--- src/epi_pkg.sv ---
package epi_pkg;
    // ----------------------------------------
    // register word offsets (byte addresses)
    // ----------------------------------------
    localparam logic [7:0] ADDR_SENSE_CTRL  = 8'h00;
    localparam logic [7:0] ADDR_ENABLE_CTRL = 8'h04;
    localparam logic [7:0] ADDR_FLAGS       = 8'h08;
    localparam logic [7:0] ADDR_CORE_STATUS = 8'h0C;
    localparam logic [7:0] ADDR_IRQ_STATUS  = 8'h10;
    localparam logic [7:0] ADDR_IRQ_MASK    = 8'h14;
    localparam logic [7:0] ADDR_WAKE_CTRL   = 8'h18;
    // ----------------------------------------
    // field positions
    // ----------------------------------------
    localparam int CHAN_A_SENSE_LSB = 0;
    localparam int CHAN_B_SENSE_LSB = 2;
    localparam int CHAN_A_ENABLE    = 6;
    localparam int CHAN_B_ENABLE    = 7;
    localparam int CHAN_A_FLAG      = 6;
    localparam int CHAN_B_FLAG      = 7;
    localparam int GLOBAL_IE_BIT    = 7;
    localparam int ENABLE_CTRL_MASK_LO = 2;
    // ----------------------------------------
    // reset values and timing
    // ----------------------------------------
    localparam logic [7:0] SENSE_CTRL_RESET  = 8'h00;
    localparam logic [7:0] ENABLE_CTRL_RESET = 8'h00;
    localparam logic [7:0] CORE_STATUS_RESET = 8'h00;
    localparam logic [1:0] IRQ_MASK_RESET    = 2'h0;
    localparam int WAKE_SAMPLES = 2;
    localparam int STARTUP_NS_DEFAULT = 4000;
    localparam int CLK_PERIOD_NS = 25;

    typedef enum logic [1:0] {
        EPI_SENSE_LOW,
        EPI_SENSE_ANY,
        EPI_SENSE_FALL,
        EPI_SENSE_RISE
    } epi_sense_type;
endpackage : epi_pkg

--- src/epi_unit.sv ---
// The implementer's own choices: the APB register port and the register offsets.
`timescale 1ns/1ps
`default_nettype none
// Notes on behaviour
// pin activity interrupts even when the pin is driven as an output
// enabled low-level channel requests as long as the pin is low
// edge detection only while the I/O clock runs
// low level detected without the I/O clock, can wake from deep sleep
// I/O clock stopped in all sleep modes but idle; only level wakes
// power-down level wake needs two watchdog-clock samples
// wake if level seen in sampling or held to end of start-up
// level lost before start-up end: wake, but no request
// channel fires only with global enable and its own enable bit; edges still set irq_status (IRQ) without them
// pin sampled before edge detection; pulses over one clock caught
// source holds low level until the current instruction completes
// channel b sense at bits 3:2: low, any, fall, rise
// channel a sense at bits 1:0 with the same encoding
// bit 7 enables channel b, bit 6 enables channel a
// each channel has its own request output (vector)
// flag sets on event, clears on vector entry or write one
// flag reads cleared while channel is in low-level mode
// edges found by comparing current and previous synced samples
module epi_unit #(
    parameter int STARTUP_NS = epi_pkg::STARTUP_NS_DEFAULT
) (
    input  wire logic        SYS_CLK,      // system clock, 40 MHz
    input  wire logic        RESETN,       // async reset, active low
    input  wire logic        PSEL,         // apb select
    input  wire logic        PENABLE,      // apb access phase
    input  wire logic        PWRITE,       // apb direction
    input  wire logic [7:0]  PADDR,        // apb byte address
    input  wire logic [31:0] PWDATA,       // apb write data
    output logic      [31:0] PRDATA,       // apb read data
    output logic             PREADY,       // apb ready
    output logic             PSLVERR,      // apb error on unmapped address
    input  wire logic        EXT_IRQ_PIN_A, // pin value, as seen at the pad
    input  wire logic        EXT_IRQ_PIN_B, // pin value, as seen at the pad
    input  wire logic        IO_CLK_RUN,   // i/o clock running (not deep sleep)
    input  wire logic        POWER_DOWN,   // part is in power-down
    input  wire logic        WDT_TICK,     // one pulse per watchdog osc period
    input  wire logic [1:0]  VECTOR_ACK,   // core entered vector a(0) / b(1)
    output logic      [1:0]  VECTOR_REQ,   // request to core, a(0) / b(1)
    output logic             WAKE_UP,      // wake request to power control
    output logic             IRQ           // summary interrupt, level
);
    import epi_pkg::*;

    localparam int STARTUP_CYC_RAW = (STARTUP_NS + CLK_PERIOD_NS - 1) / CLK_PERIOD_NS;
    localparam int STARTUP_CYC = (STARTUP_CYC_RAW < 1) ? 1 : STARTUP_CYC_RAW;
    localparam int SC_W = $clog2(STARTUP_CYC + 1);

    function automatic logic sense_hit(input logic [1:0] sense,
                                       input logic       cur,
                                       input logic       prev);
        unique case (epi_sense_type'(sense))
            EPI_SENSE_LOW:  sense_hit = 1'b0;
            EPI_SENSE_ANY:  sense_hit = cur ^ prev;
            EPI_SENSE_FALL: sense_hit = prev & ~cur;
            EPI_SENSE_RISE: sense_hit = cur & ~prev;
        endcase
    endfunction : sense_hit

    // ----------------------------------------
    // registers and state
    // ----------------------------------------
    logic [7:0]  sense_and_sleep_control;
    logic [7:0]  external_irq_enable_control;
    logic [7:0]  core_status_word;
    logic [1:0]  req_flag;
    logic [1:0]  irq_status;
    logic [1:0]  irq_mask;
    logic [1:0]  sync1, sync2, prev;
    logic [1:0]  wake_cnt;
    logic [SC_W-1:0] su_cnt;
    logic        su_active;
    logic [31:0] rdata;
    logic        ready, slverr, irq_out, wake_out;
    logic [1:0]  vreq;

    logic [7:0]  next_sense, next_enable, next_core;
    logic [1:0]  next_flag, next_status, next_mask, next_sync1, next_sync2, next_prev;
    logic [1:0]  next_wake_cnt;
    logic [SC_W-1:0] next_su_cnt;
    logic        next_su_active;
    logic [31:0] next_rdata;
    logic        next_ready, next_slverr, next_irq, next_wake;
    logic [1:0]  next_vreq;

    logic [1:0]  pins, sense [2], chan_en, level_low, edge_hit, is_level;
    logic        access, wr, gie, hold_off;
    logic [7:0]  flag_view;

    // ----------------------------------------
    // per-channel decode
    // ----------------------------------------
    always_comb begin
        pins     = {EXT_IRQ_PIN_B, EXT_IRQ_PIN_A};
        sense[0] = sense_and_sleep_control[CHAN_A_SENSE_LSB +: 2];
        sense[1] = sense_and_sleep_control[CHAN_B_SENSE_LSB +: 2];
        gie      = core_status_word[GLOBAL_IE_BIT];
        // no level request before wake is confirmed or while start-up runs
        hold_off = su_active | (POWER_DOWN & ~wake_out);
        chan_en  = {external_irq_enable_control[CHAN_B_ENABLE],
                    external_irq_enable_control[CHAN_A_ENABLE]} & {2{gie}};
        for (int i = 0; i < 2; i++) begin
            is_level[i]  = epi_sense_type'(sense[i]) == EPI_SENSE_LOW;
            // level path reads the raw pin: no i/o clock needed
            level_low[i] = is_level[i] & ~pins[i];
            // edges only from synced samples while i/o clock runs
            edge_hit[i]  = IO_CLK_RUN & sense_hit(sense[i], sync2[i], prev[i]);
        end
    end

    // ----------------------------------------
    // apb slave
    // ----------------------------------------
    always_comb begin
        access = PSEL & PENABLE & ready;
        wr     = access & PWRITE;
        flag_view = {req_flag[1] & ~is_level[1], req_flag[0] & ~is_level[0], 6'h00};
        next_sense  = sense_and_sleep_control;
        next_enable = external_irq_enable_control;
        next_core   = core_status_word;
        next_mask   = irq_mask;
        next_rdata  = rdata;
        next_slverr = 1'b0;
        // one wait state: ready pulses in access phase, drops after
        next_ready  = PSEL & PENABLE & ~ready;
        if (PSEL & PENABLE & ~ready) begin
            next_rdata = 32'h0000_0000;
            unique case (PADDR)
                ADDR_SENSE_CTRL:  next_rdata[7:0] = sense_and_sleep_control;
                ADDR_ENABLE_CTRL: next_rdata[7:0] = external_irq_enable_control;
                ADDR_FLAGS:       next_rdata[7:0] = flag_view;
                ADDR_CORE_STATUS: next_rdata[7:0] = core_status_word;
                ADDR_IRQ_STATUS:  next_rdata[1:0] = irq_status;
                ADDR_IRQ_MASK:    next_rdata[1:0] = irq_mask;
                ADDR_WAKE_CTRL:   next_rdata[1:0] = {su_active, WAKE_UP};
                default:          next_slverr = 1'b1;
            endcase
        end
        if (wr) begin
            unique case (PADDR)
                ADDR_SENSE_CTRL:  next_sense  = PWDATA[7:0];
                // reserved bits 5:2 read zero
                ADDR_ENABLE_CTRL: next_enable = {PWDATA[7:6], 4'h0,
                                                 PWDATA[ENABLE_CTRL_MASK_LO-1:0]};
                ADDR_CORE_STATUS: next_core   = PWDATA[7:0];
                ADDR_IRQ_MASK:    next_mask   = PWDATA[1:0];
                default:          next_mask   = irq_mask;
            endcase
        end
    end

    // ----------------------------------------
    // request flags, vectors, summary irq
    // ----------------------------------------
    always_comb begin
        next_sync1 = pins;
        next_sync2 = sync1;
        next_prev  = sync2;
        next_flag  = req_flag;
        next_status = irq_status;
        for (int i = 0; i < 2; i++) begin
            if (VECTOR_ACK[i])
                next_flag[i] = 1'b0;
            if (wr && PADDR == ADDR_FLAGS && PWDATA[CHAN_A_FLAG + i])
                next_flag[i] = 1'b0;
            if (wr && PADDR == ADDR_IRQ_STATUS && PWDATA[i])
                next_status[i] = 1'b0;
            // set wins over any clear in the same cycle
            if (edge_hit[i]) begin
                next_flag[i]   = 1'b1;
                next_status[i] = 1'b1;
            end
            if (is_level[i])
                next_flag[i] = 1'b0;
            if (chan_en[i] & level_low[i] & ~hold_off)
                next_status[i] = 1'b1;
        end
        // level requests follow the pin; edge requests follow the flag
        for (int i = 0; i < 2; i++) begin
            next_vreq[i] = chan_en[i] & (is_level[i] ? (level_low[i] & ~hold_off)
                                                     : next_flag[i]);
        end
        next_irq = |(next_status & irq_mask);
    end

    // ----------------------------------------
    // power-down wake filter
    // ----------------------------------------
    always_comb begin
        logic any_low;
        any_low        = |(level_low & chan_en);
        next_wake_cnt  = wake_cnt;
        next_su_cnt    = su_cnt;
        next_su_active = su_active;
        next_wake      = wake_out;
        // window runs out even if power-down ends early,
        // else level requests would stay suppressed for good
        if (su_active) begin
            if (su_cnt == SC_W'(1)) begin
                next_su_active = 1'b0;
            end
            next_su_cnt = su_cnt - SC_W'(1);
        end
        if (!POWER_DOWN) begin
            next_wake_cnt = 2'h0;
            next_wake     = 1'b0;
        end else if (!su_active && !wake_out && WDT_TICK) begin
            // two consecutive watchdog samples filter noise
            if (any_low) begin
                next_wake_cnt = wake_cnt + 2'h1;
                if (wake_cnt == 2'(WAKE_SAMPLES - 1)) begin
                    next_wake      = 1'b1;
                    next_su_active = 1'b1;
                    next_su_cnt    = SC_W'(STARTUP_CYC);
                end
            end else begin
                next_wake_cnt = 2'h0;
            end
        end
    end

    // ----------------------------------------
    // state registers
    // ----------------------------------------
    always_ff @(posedge SYS_CLK or negedge RESETN) begin
        if (!RESETN) begin
            sense_and_sleep_control     <= SENSE_CTRL_RESET;
            external_irq_enable_control <= ENABLE_CTRL_RESET;
            core_status_word            <= CORE_STATUS_RESET;
            irq_mask   <= IRQ_MASK_RESET;
            irq_status <= 2'h0;
            req_flag   <= 2'h0;
            sync1      <= 2'h3;
            sync2      <= 2'h3;
            prev       <= 2'h3;
            wake_cnt   <= 2'h0;
            su_cnt     <= '0;
            su_active  <= 1'b0;
            rdata      <= 32'h0000_0000;
            ready      <= 1'b0;
            slverr     <= 1'b0;
            irq_out    <= 1'b0;
            wake_out   <= 1'b0;
            vreq       <= 2'h0;
        end else begin
            sense_and_sleep_control     <= next_sense;
            external_irq_enable_control <= next_enable;
            core_status_word            <= next_core;
            irq_mask   <= next_mask;
            irq_status <= next_status;
            req_flag   <= next_flag;
            sync1      <= next_sync1;
            sync2      <= next_sync2;
            prev       <= next_prev;
            wake_cnt   <= next_wake_cnt;
            su_cnt     <= next_su_cnt;
            su_active  <= next_su_active;
            rdata      <= next_rdata;
            ready      <= next_ready;
            slverr     <= next_slverr;
            irq_out    <= next_irq;
            wake_out   <= next_wake;
            vreq       <= next_vreq;
        end
    end

    assign PRDATA     = rdata;
    assign PREADY     = ready;
    // slverr is only ever set for the cycle in which ready stands
    assign PSLVERR    = slverr;
    assign IRQ        = irq_out;
    assign WAKE_UP    = wake_out;
    assign VECTOR_REQ = vreq;

endmodule : epi_unit
`default_nettype wire

--- config.mk ---
export PLATFORM = sky130hd
export DESIGN_NAME = epi_unit
export DESIGN_NICKNAME = d
export VERILOG_FILES = /design/src/epi_pkg.sv /design/src/epi_unit.sv
export SDC_FILE = /design/constraint.sdc
export NUM_CORES = 1
export LEC_CHECK = 0
export BUFFER_PORTS_ARGS = -buffer_cell sky130_fd_sc_hd__buf_2
export CAP_MARGIN = 10
export CORE_MARGIN = 1.5
export CORE_UTILIZATION = 50
export DETAILED_ROUTE_END_ITERATION = 8
export GPL_TIMING_DRIVEN = 0
export PLACE_DENSITY = 0.78
export SLEW_MARGIN = 10
export SYNTH_ARGS = -nofsm -noshare
export SYNTH_HDL_FRONTEND = slang
export SYNTH_SLANG_ARGS = --single-unit
--- constraint.sdc ---
create_clock -name SYS_CLK -period 5.15 [get_ports SYS_CLK]
set_input_delay 1.03 -clock SYS_CLK [delete_from_list [all_inputs] [get_ports SYS_CLK]]
set_output_delay 1.03 -clock SYS_CLK [all_outputs]
set_load 0.02 [all_outputs]
==> impl_metrics.py <==
metrics = {
    "status": {
        "status": "completed",
    },
    "setup_path": {
        "path_cells": "buf_2 -> or4_4 -> nor4_4 -> nand2_2 -> mux2_1",
        "crit_path_end_kind": "register",
        "reg2reg_depth": 5,
        "cp_slowest_cell": "or4_4",
        "critPathLaunchType": "input port",
        "arrival_ns": 2.68,
        "required_ns": 5.36,
        "path_class": "input port to register",
        "cp_max_fo": 8,
        "critPathMaxStageDelay_ns": 0.58,
    },
    "layout": {
        "register_area_mm2": 0.001434,
        "multi_input_area_mm2": 0.001272,
        "areaGrowthSynthToFinish_pct": 21.73,
        "antennaDiodeCount": 0,
        "fill_cells": 443,
        "final_cell_mix": "dfrtp_1, buf_2, buf_4",
        "layout.nets": 391,
        "drive_gt1_share_pct": 35.31,
        "final_common_cell": "dfrtp_1",
        "final_area_mm2": 0.003491,
    },
    "drt": {
        "first_pass_iters": 4,
        "wl_per_cell_um": 14.19,
        "wirelength_mm": 5.803,
        "drc": 0,
        "vias": 2118,
        "via_per_inst": 5.178,
        "drtIter0Drc": 120,
        "ant_nets": 0,
    },
    "power": {
        "p_per_area_mw_per_mm2": 298.6,
        "ir_drop_mv": 0.1663,
        "power.leakage_nw": 1.748,
    },
    "timing": {
        "min_period_ns": 2.474,
        "slew_violations": 0,
        "worstMarginPinSlew_ns": 0.6906,
        "skew_ns": 0.009557,
        "finalHoldViolations": 0,
        "max_slew_margin_pct": 53.96,
        "fin_crit_sh_pct": 48.04,
        "rsz0062_at_grt": "no",
        "setup_tns_ns": 0,
        "finalSetupViolations": 0,
        "fmax_mhz": 404.2,
    },
    "clock_tree": {
        "cts-buffers-inserted": 9,
        "clock-sinks": 57,
        "post_cts_buffers": 0,
        "cts_tree": "yes",
        "cts_root_buffer": "clkbuf_8",
        "cts_resized": 0,
        "insertion_delay_ns": 0.34,
        "clkTransAtPathRegs_ns": 0.07,
        "htree_levels": 3,
        "max-clock-path-buffers": 2,
        "hold_buffers": 0,
    },
    "synth": {
        "syn_area_per_cell_um2": 11.12,
        "yosys_most_used_dff": "dfrtp_1",
        "yosys_warnings": 0,
        "post_synth_instance_area_mm2": 0.002868,
        "yosysSeqAreaShare_pct": 50.00,
        "synth_seq_cells": 57,
        "async_reset_ff_share_pct": 100.0,
        "synth_edf_count": 0,
        "synthDistinctLibCells": 52,
        "netlist_instances": 258,
    },
    "worst_hold_path": {
        "holdPathStages": 0,
        "hold_path_class": "register to register",
    },
    "floorplan": {
        "ioPinCount": 90,
        "die_y_um": 78.74,
        "fp.dieW_um": 78.74,
        "coreArea_mm2": 0.005507,
        "start_util_pct": 52.08,
        "num_rows": 27,
        "design.die.area_mm2": 0.006199,
    },
    "grt": {
        "grt_pass1_vias": 2060,
        "grt_overflow": 0,
        "antenna_found_initial": 0,
        "grt_max_degree": 58,
        "grtUsageTotal_pct": 20.49,
        "grt_pass1_wl_mm": 9.528,
    },
    "placement": {
        "place_hpwl_mm": 4.270,
        "io_buffers": 40,
        "placed_area_mm2": 0.003244,
        "gp_congestion": 0.8775,
    },
    "run": {
        "drv_cap": 0,
    },
}
==> flip-flops by register name (all words and copies together) (netlist names), 2 cells and up <==
register	count
next_sync2	2
core_status_word	8
su_cnt	8
sense_and_sleep_control	8
req_flag	2
VECTOR_REQ	2
next_prev	2
irq_mask	2
irq_status	2
wake_cnt	2
external_irq_enable_control	4
prev	2
PRDATA	8
==> report_power, final <==
group	internal, mW	switching (mW)	total, mW
Sequential	0.454	0.00239	0.456
Combinational	0.0300	0.0496	0.0796
Clock	0.334	0.173	0.507
==> cells in the mapped netlist, drive strengths merged (3+ instances only) <==
| cell | number | share of area [%] |
|---|---|---|
| dfrtp | 51 | 45 |
| buf | 24 | 6.3 |
| mux2 | 23 | 9.0 |
| nand2 | 23 | 3.2 |
| nor2 | 14 | 1.8 |
| inv | 10 | 1.3 |
| clkbuf | 8 | 1.0 |
| o21ai | 8 | 1.4 |
| ha | 7 | 3.1 |
| a22oi | 6 | 1.6 |
| dfstp | 6 | 5.5 |
| nand2b | 6 | 1.3 |
| nand3b | 5 | 1.3 |
| nor2b | 5 | 1.1 |
| nor4 | 5 | 1.6 |
| or2 | 4 | 0.96 |
| xnor2 | 4 | 1.2 |
| a21oi | 3 | 0.52 |
| a22o | 3 | 0.92 |
| a31oi | 3 | 0.65 |
| or3 | 3 | 0.83 |
| or4 | 3 | 0.92 |
==> cell families (layout without fill, tap and decap cells) <==
kind of cell / after synthesis / in the layout / synth area share (%)
xor+xnor: 6 / 6 / 1.832
flops: 57 / 57 / 50.00
buf+inv: 42 / 98 / 8.639
compound gates: 39 / 39 / 9.642
mux: 25 / 25 / 10.17
fa+ha+maj: 7 / 7 / 3.054
other cells: 1 / 24 / 0.1308
simple gates: 81 / 81 / 16.54
==> path summary, 6_finish.rpt <==
path,startpoint,to,slack [ns]
worst max-delay path,PADDR[1],sense_and_sleep_control[5],2.68
worst min-delay path,next_sync2[0],next_prev[0],0.36
worst max register to register,sense_and_sleep_control[0],su_cnt[1],3.09
worst min register to register,next_sync2[0],next_prev[0],0.36
max in group asynchronous,RESETN,PSLVERR,3.95
min in group asynchronous,RESETN,su_cnt[4],0.74
==> layout make-up <==
class / instances / area share (%)
Timing Repair Buffer: 40 / 5.806
Clock inverter: 5 / 2.939
Tap cell: 72 / 2.581
Inverter: 10 / 1.075
Multi-Input combinational cell: 182 / 36.45
Clock buffer: 11 / 4.050
Buffer: 32 / 6.022
Sequential cell: 57 / 41.08
==> critical path, delay by kind of cell <==
family | cells | cell delay, ns
buf+inv | 1 | 0.10
mux | 1 | 0.38
simple gates | 3 | 1.17
==> through the flow <==
step | std cells | power (mW) | worst slack (ns) | util [%] | hold WS [ns]
after floorplan | 281 | 0.5137 | 2.594 | - | 0.3452
after global placement | 393 | 0.5416 | 2.347 | 58.92 | 0.3465
after detailed placement | 393 | 0.5431 | 2.348 | 58.92 | 0.3501
after CTS | 409 | 1.048 | 2.664 | 63.35 | 0.3540
after global routing | 409 | 1.082 | 2.605 | 63.39 | 0.3609
final | 409 | 1.042 | 2.676 | 63.39 | 0.3579
==> routing by layer <==
layer  wire [um]  GRT usage (%)  vias up
li1            -              -     1019
met1        2430          24.38     1010
met2        2800          33.28       77
met3         475          7.011       12
met4          97          9.821        0
met5           0              0        -
(Power assumes the default switching activity.)
